$ cat src/hdl/event_flags_pkg.sv
// Package: addresses, bit positions, widths and reset values of the link event flags
`default_nettype none
package event_flags_pkg;
  // ==========================================================================
  // Bus geometry
  localparam int ADDR_W = 8;
  localparam int DATA_W = 32;
  // ==========================================================================
  // Register byte addresses
  localparam logic [7:0] ADDR_EVT_SET = 8'h80;
  localparam logic [7:0] ADDR_EVT_CLR = 8'h84;
  localparam logic [7:0] ADDR_MSK_SET = 8'h88;
  localparam logic [7:0] ADDR_MSK_CLR = 8'h8C;
  localparam logic [7:0] ADDR_LINK_SCRATCH = 8'h90;
  // ==========================================================================
  // Event bit positions
  localparam int B_MISMATCH = 23;
  localparam int B_MISSED = 22;
  localparam int B_SIXTY_FOUR = 21;
  localparam int B_NEW_CYCLE = 20;
  localparam int B_PHY_REQ = 19;
  localparam int B_ACC_FAIL = 18;
  localparam int B_BUS_INIT = 17;
  localparam int B_IDENT_PRI = 16;
  localparam int B_IDENT_STK = 15;
  localparam int B_ATOMIC = 9;
  localparam int B_BUF_WRITE = 8;
  // ==========================================================================
  // Field masks and reset values
  localparam logic [31:0] IMPL_MASK = 32'h00FF8300;
  localparam logic [31:0] RSVD_MASK = 32'h00007C00;
  localparam logic [31:0] FLAGS_RESET = 32'h00000000;
  localparam logic [31:0] MASK_RESET = 32'h00000000;
  localparam logic [31:0] SCRATCH_RESET = 32'h00000000;
  localparam logic [31:0] ZERO_WORD = 32'h00000000;
  // ==========================================================================
  // Cycle timer fields
  localparam int SEC_W = 7;
  localparam int CNT_W = 13;
  localparam int SEC_WATCH_BIT = 6;
endpackage
`default_nettype wire

$ cat src/hdl/link_interrupt_event_flags.sv
// Module: event flag register of the serial-bus link, bits 23 down to 8, with APB access
// ============================================================================
//
// Design decisions made here: the APB slave port and the register offsets.
`default_nettype none
module link_interrupt_event_flags (
  // Clock, reset, enable
  input wire logic pclk,
  input wire logic presetn,
  input wire logic ce,
  // APB slave
  input wire logic psel,
  input wire logic penable,
  input wire logic pwrite,
  input wire logic [7:0] paddr,
  input wire logic [31:0] pwdata,
  output logic [31:0] prdata,
  output logic pready,
  output logic pslverr,
  // Local cycle timer
  input wire logic [6:0] timer_seconds_field,
  input wire logic [12:0] timer_cycles_field,
  // Received cycle start and bus activity
  input wire logic rx_cycle_start,
  input wire logic [6:0] rx_seconds,
  input wire logic [12:0] rx_cycles,
  input wire logic cycle_start_seen,
  input wire logic subaction_gap,
  input wire logic arb_reset_gap,
  input wire logic other_packet,
  // Physical layer and transaction status
  input wire logic phy_status_irq,
  input wire logic phy_clk_present,
  input wire logic phy_bus_reset,
  input wire logic self_id_done,
  input wire logic lock_ack_missing,
  input wire logic posted_write_fault,
  // Current flags, unmasked
  output logic [31:0] event_flags
);

  // ==========================================================================
  // Helpers
  // Rising edge of a source level against its previous sample
  function automatic logic rise(input logic cur, input logic prev);
    rise = cur & ~prev;
  endfunction

  // Register address match
  function automatic logic hit(input logic [7:0] a, input logic [7:0] ref_a);
    hit = (a == ref_a);
  endfunction

  typedef enum logic [1:0] {CYC_IDLE, CYC_WAIT, CYC_GAP, CYC_DONE} cyc_state_e;

  logic [31:0] flags_q, flags_d;
  logic [31:0] mask_q, mask_d;
  logic [31:0] scratch_q;
  logic [31:0] src_q;
  logic [31:0] prdata_q;
  logic sec_bit_q, cnt_lsb_q;
  cyc_state_e cyc_q, cyc_d;
  logic lost_now;

  // ==========================================================================
  // APB decode
  // Single access cycle; the clock enable stalls the answer too
  wire setup = psel & ~penable;
  wire acc_done = psel & penable & ce;
  wire wr_done = acc_done & pwrite;
  wire a_evt_set = hit(paddr, event_flags_pkg::ADDR_EVT_SET);
  wire a_evt_clr = hit(paddr, event_flags_pkg::ADDR_EVT_CLR);
  wire a_msk_set = hit(paddr, event_flags_pkg::ADDR_MSK_SET);
  wire a_msk_clr = hit(paddr, event_flags_pkg::ADDR_MSK_CLR);
  wire a_scratch = hit(paddr, event_flags_pkg::ADDR_LINK_SCRATCH);
  wire mapped = a_evt_set | a_evt_clr | a_msk_set | a_msk_clr | a_scratch;
  // Link-side register needs the physical layer clock to complete
  wire acc_fail = acc_done & a_scratch & ~phy_clk_present;
  wire wdata_ok = ~|(pwdata & ~event_flags_pkg::IMPL_MASK);
  wire [31:0] wbits = pwdata & event_flags_pkg::IMPL_MASK;
  wire [31:0] sw_set = (wr_done & a_evt_set) ? wbits : event_flags_pkg::ZERO_WORD;
  wire [31:0] sw_clr = (wr_done & a_evt_clr) ? wbits : event_flags_pkg::ZERO_WORD;
  wire unused_ok = wdata_ok;

  assign pready = ce;
  assign pslverr = psel & penable & (~mapped | (a_scratch & ~phy_clk_present));
  assign prdata = prdata_q;
  assign event_flags = flags_q;

  // ==========================================================================
  // Cycle timer watch
  wire sec_bit = timer_seconds_field[event_flags_pkg::SEC_WATCH_BIT];
  wire new_cycle = timer_cycles_field[0] ^ cnt_lsb_q;
  wire sec_change = sec_bit ^ sec_bit_q;
  // Compare whole fields; a received start agreeing with the timer is silent
  wire mismatch = rx_cycle_start & ((rx_seconds != timer_seconds_field) |
                                    (rx_cycles != timer_cycles_field));

  // ==========================================================================
  // Lost cycle tracker
  // A flagged prediction parks in CYC_DONE so the same cycle is not flagged twice
  always_comb begin
    cyc_d = cyc_q;
    lost_now = 1'b0;
    case (cyc_q)
      CYC_IDLE, CYC_DONE: begin
        if (new_cycle) begin
          cyc_d = CYC_WAIT;
        end
      end
      CYC_WAIT: begin
        if (cycle_start_seen) begin
          cyc_d = CYC_DONE;
        end else if (new_cycle) begin
          lost_now = 1'b1;
        end else if (arb_reset_gap) begin
          lost_now = 1'b1;
          cyc_d = CYC_DONE;
        end else if (subaction_gap) begin
          cyc_d = CYC_GAP;
        end
      end
      CYC_GAP: begin
        if (cycle_start_seen) begin
          cyc_d = CYC_DONE;
        end else if (new_cycle | other_packet | arb_reset_gap) begin
          lost_now = 1'b1;
          cyc_d = new_cycle ? CYC_WAIT : CYC_DONE;
        end
      end
      default: begin
        cyc_d = CYC_IDLE;
      end
    endcase
  end

  // ==========================================================================
  // Source conditions, one bit per flag, edge detected against last cycle
  logic [31:0] src;
  always_comb begin
    src = event_flags_pkg::ZERO_WORD;
    src[event_flags_pkg::B_MISMATCH] = mismatch;
    src[event_flags_pkg::B_MISSED] = lost_now;
    src[event_flags_pkg::B_SIXTY_FOUR] = sec_change;
    src[event_flags_pkg::B_NEW_CYCLE] = new_cycle;
    src[event_flags_pkg::B_PHY_REQ] = phy_status_irq;
    src[event_flags_pkg::B_ACC_FAIL] = acc_fail;
    src[event_flags_pkg::B_BUS_INIT] = phy_bus_reset;
    src[event_flags_pkg::B_IDENT_PRI] = self_id_done;
    src[event_flags_pkg::B_IDENT_STK] = self_id_done;
    src[event_flags_pkg::B_ATOMIC] = lock_ack_missing;
    src[event_flags_pkg::B_BUF_WRITE] = posted_write_fault;
  end

  // Per-bit rising edge; pulse sources spaced one idle cycle apart each count
  logic [31:0] hw_set;
  always_comb begin
    hw_set = event_flags_pkg::ZERO_WORD;
    for (int i = 0; i < 32; i++) begin
      hw_set[i] = rise(src[i], src_q[i]);
    end
  end

  wire bus_init_edge = hw_set[event_flags_pkg::B_BUS_INIT];
  wire [31:0] ident_kill = bus_init_edge ?
    (32'h00000001 << event_flags_pkg::B_IDENT_PRI) : event_flags_pkg::ZERO_WORD;

  // ==========================================================================
  // Flag and mask next values
  // Set wins over a software clear; the bus reset edge wins over everything on the primary bit
  assign flags_d = (((flags_q & ~sw_clr) | hw_set | sw_set) & ~ident_kill)
                   & event_flags_pkg::IMPL_MASK;
  assign mask_d = (wr_done & a_msk_set) ? (mask_q | wbits) :
                  (wr_done & a_msk_clr) ? (mask_q & ~wbits) : mask_q;

  // ==========================================================================
  // Read data, captured in the setup cycle
  wire [31:0] rd_mux = (a_evt_set | a_evt_clr) ? (flags_q & mask_q) :
                       (a_msk_set | a_msk_clr) ? mask_q :
                       (a_scratch & phy_clk_present) ? scratch_q :
                       event_flags_pkg::ZERO_WORD;

  // ==========================================================================
  // State registers
  always_ff @(posedge pclk or negedge presetn) begin
    if (!presetn) begin
      flags_q <= event_flags_pkg::FLAGS_RESET;
      mask_q <= event_flags_pkg::MASK_RESET;
      src_q <= event_flags_pkg::ZERO_WORD;
      cyc_q <= CYC_IDLE;
    end else if (ce) begin
      flags_q <= flags_d;
      mask_q <= mask_d;
      src_q <= src;
      cyc_q <= cyc_d;
    end
  end

  // Timer history and link scratch; history is caught after reset by the clock
  always_ff @(posedge pclk or negedge presetn) begin
    if (!presetn) begin
      sec_bit_q <= 1'b0;
      cnt_lsb_q <= 1'b0;
      scratch_q <= event_flags_pkg::SCRATCH_RESET;
    end else if (ce) begin
      sec_bit_q <= sec_bit;
      cnt_lsb_q <= timer_cycles_field[0];
      if (wr_done & a_scratch & phy_clk_present) begin
        scratch_q <= pwdata;
      end
    end
  end

  // Read data register
  always_ff @(posedge pclk or negedge presetn) begin
    if (!presetn) begin
      prdata_q <= event_flags_pkg::ZERO_WORD;
    end else if (ce & setup) begin
      prdata_q <= rd_mux;
    end
  end

  logic unused_tie;
  assign unused_tie = unused_ok;
endmodule
`default_nettype wire

$ cat config.mk
export PLATFORM = sky130hd
export DESIGN_NAME = link_interrupt_event_flags
export DESIGN_NICKNAME = d
export VERILOG_FILES = /design/src/hdl/event_flags_pkg.sv /design/src/hdl/link_interrupt_event_flags.sv
export SDC_FILE = /design/constraint.sdc
export NUM_CORES = 1
export LEC_CHECK = 0
export BUFFER_PORTS_ARGS = -buffer_cell sky130_fd_sc_hd__buf_2
export CORE_MARGIN = 2
export CORE_UTILIZATION = 34
export DETAILED_ROUTE_END_ITERATION = 12
export GPL_ROUTABILITY_DRIVEN = 0
export GPL_TIMING_DRIVEN = 1
export HOLD_SLACK_MARGIN = 0.02
export PLACE_DENSITY = 0.55
export SETUP_SLACK_MARGIN = 0.5
export SYNTH_ARGS = -nofsm -noshare
export SYNTH_HDL_FRONTEND = slang
export SYNTH_SLANG_ARGS = --single-unit
$ cat constraint.sdc
create_clock -name pclk -period 1.6 [get_ports pclk]
set_input_delay 0 -clock pclk [delete_from_list [all_inputs] [get_ports pclk]]
set_output_delay 0 -clock pclk [all_outputs]
set_load 0.01 [all_outputs]
==> flow_summary.yaml <==
placement:
  port_buffers: 141
  hpwl_mm: 8.15
  place_ws_ns: -0.112
clocking:
  htree_levels: 3
  clk_pin_slew_ns: 0.07
  clk_latency_ns: 0.34
  cts_root_buf: "clkbuf_16"
  clock_sinks: 100
  clock_path_buffers: 2
  cts_tree: "done"
  cts-buffers-inserted: 9
layout:
  layout_common_cells: "136 x buf_2, 99 x dfrtp_1, 42 x nand2_1, 41 x dlygate4sd3_1, 25 x o21ai_1"
  diodes: 0
  final.fill_count: 1258
  layout_commonest_cell: "buf_2"
  syn2layout_area_growth_pct: 52.2
  regArea_um2: 2500
  fin_util_pct: 52.6
  multiInputGateArea_um2: 2480
  layout-drive-gt1-share_pct: 46.7
  finalNetCount: 768
worst_hold_path:
  hp-class: "input pin to flip-flop"
worst_setup_path:
  cp.arrival_ns: 1.71
  worstSetupPathType: "input pin to flip-flop"
  crit_fanout: 11
  endpoint_kind: "flip-flop"
  crit_required_ns: 1.82
  cp-start-kind: "input pin"
  r2r_setup_slack_ns: 0.16
floorplan:
  dieArea_um2: 15000
  die_y_um: 122
  rows: 43
  core-area_um2: 13800
  ios: 163
  fp.dieW_um: 122
  start_util_pct: 34.5
routing:
  ant_nets: 0
  drc_errors: 0
  initialDrtViolationCount: 180
  dr_wl_met2_mm: 6.13
  wl_mm: 12.6
  first_pass_iters: 4
  topRoutingLayerUsed: "met4"
  num_vias: 3967
  wl_met1_mm: 5.58
  via_per_inst: 4.65
  wl_per_cell_um: 14.8
  met3_length_um: 741
global_route:
  overflow: 0
  antenna_found_initial: 0
  grt_pass1_vias: 3772
  grt_util_all_layers_pct: 15.8
  grt_pass1_wl_mm: 18.6
  grt_max_degree: 65
sta:
  setup_slack_ns: 0.109
  clock_skew_ns: 0.00776
  period_minus_slack_ns: 1.49
  worst_slew_pin_slew_ns: 0.691
  finalSetupTns_ns: 0
  fin_hold_ws_ns: 0.0524
  min_period_over_period_pct: 93.2
  finalSetupViolCount: 0
  hold_viol: 0
  slew_violations: 0
  relSlewSlack_pct: 53.9
  rsz0062_at_grt: "true"
  fmax_ghz: 0.671
yosys:
  seq_area_frac_synth_pct: 52.6
  avgSynthCellArea_um2: 10.4
  synth-seq-cells: 100
  syn_inst: 459
  synth_top_flop_cell: "dfrtp_1"
  async_reset_ff_share_pct: 100
  synth_edf_count: 0
  yosys.cell_types.count: 47
  synth_area_um2: 4760
  synth_warnings: 0
power:
  p_per_area_nw_per_um2: 841
  p_int_mw: 4.57
  total_power_mw: 6.09
  seqPwrFrac_pct: 44.2
  leakagePower_nw: 3.75
  vdd_drop_max_uv: 525
  power_frac_clock_pct: 39.4
  p_sw_share_pct: 24.9
  pwr-share-comb_pct: 16.4
  p_switching_mw: 1.52
flow_run:
  maxCapViolCount: 0
outcome:
  status: "finished, final reports clean"
cell usage after synthesis (2+ instances only):
master	count	area (µm²)
nor3_1	5	25.0
clkbuf_1	11	41.3
nor4_1	4	25.0
buf_2	4	20.0
a21oi_1	18	90.1
a221o_1	6	60.1
nand2b_1	2	12.5
o21ai_1	31	155
nor2_1	19	71.3
mux2_2	11	124
nand4_1	3	18.8
xnor2_1	10	87.6
buf_4	25	188
mux2i_1	12	120
nand3_1	4	20.0
inv_1	18	67.6
ha_1	2	25.0
buf_6	3	33.8
a21boi_0	2	15.0
dfrtp_1	100	2500
o21ai_0	22	110
nand2_1	78	293
xor2_1	13	114
nor3b_1	3	22.5
nor2b_1	2	12.5
mux2_1	30	338
critical path, cell delays in order:
cell and delay [ns]:
buf_6 0.09, or4_4 0.55, nor2_4 0.16, nand3_2 0.10
nor2_4 0.27, buf_12 0.19, mux2_1 0.34
metrics by stage:
stage	cell area, µm²	instances
6_report	7240	854
5_1_grt	7240	854
4_1_cts	6740	844
3_5_place_dp	5710	773
3_3_place_gp	5710	773
2_1_floorplan	4910	479
worst paths after layout:
check / start / endpoint / cells past startpoint
worst max-delay path: paddr[6] / scratch_q[30]$_DFFE_PN0P_ / 7
min in group asynchronous: presetn / prdata[2]$_DFFE_PN0P_ / 2
worst min register to register: prdata[14]$_DFFE_PN0P_ / prdata[14]$_DFFE_PN0P_ / 2
max in group asynchronous: presetn / cnt_lsb_q$_DFFE_PN0P_ / 3
worst max register to register: cyc_q[0]$_DFFE_PN0P_ / cyc_q[1]$_DFFE_PN0P_ / 6
worst min-delay path: paddr[2] / flip-flop / 3
cell families after synthesis:
| group | Yosys count | synth area share [%] |
|---|---|---|
| AND/OR/NAND/NOR | 133 | 12.9 |
| flip-flops | 100 | 52.6 |
| other | 1 | 0.0788 |
| AO/OA/AOI/OAI | 85 | 9.99 |
| multiplexers | 53 | 12.2 |
| buffers and inverters | 62 | 7.44 |
| XOR/XNOR | 23 | 4.23 |
| adder cells (fa/ha/maj) | 2 | 0.526 |
cell type report:
cell class                      count  area share (%)
Clock buffer                       10            3.30
Multi-Input combinational cell    317            34.2
Tap cell                          180            3.11
Clock inverter                      6            1.30
Sequential cell                   100            34.6
Timing Repair Buffer              223            22.6
Inverter                           18           0.933
power groups by stage:
stage | registers, mW | clock network, mW | logic [mW]
floorplan | 2.72 | 0 | 0.445
global placement | 2.72 | 0 | 0.729
detailed placement | 2.73 | 0 | 0.755
CTS | 2.69 | 2.45 | 0.950
global route | 2.70 | 2.55 | 1.11
finish | 2.69 | 2.40 | 1.00
what timing repair did:
| item | CTS | global route |
|---|---|---|
| buffers inserted | 10 | 6 |
| setup endpoints to repair | 79 | 90 |
| hold endpoints to repair | 162 | 0 |
| pin swaps | 18 | 35 |
| gates resized for setup | 41 | 106 |
| gates cloned | 4 | 4 |
| hold buffers | 41 | 0 |
per-layer routing:
metal	up-vias	global-route usage (%)
met5	-	0
met4	0	4.31
met3	11	3.30
met2	132	26.7
met1	1882	20.5
li1	1942	-
(Power assumes the default switching activity.)
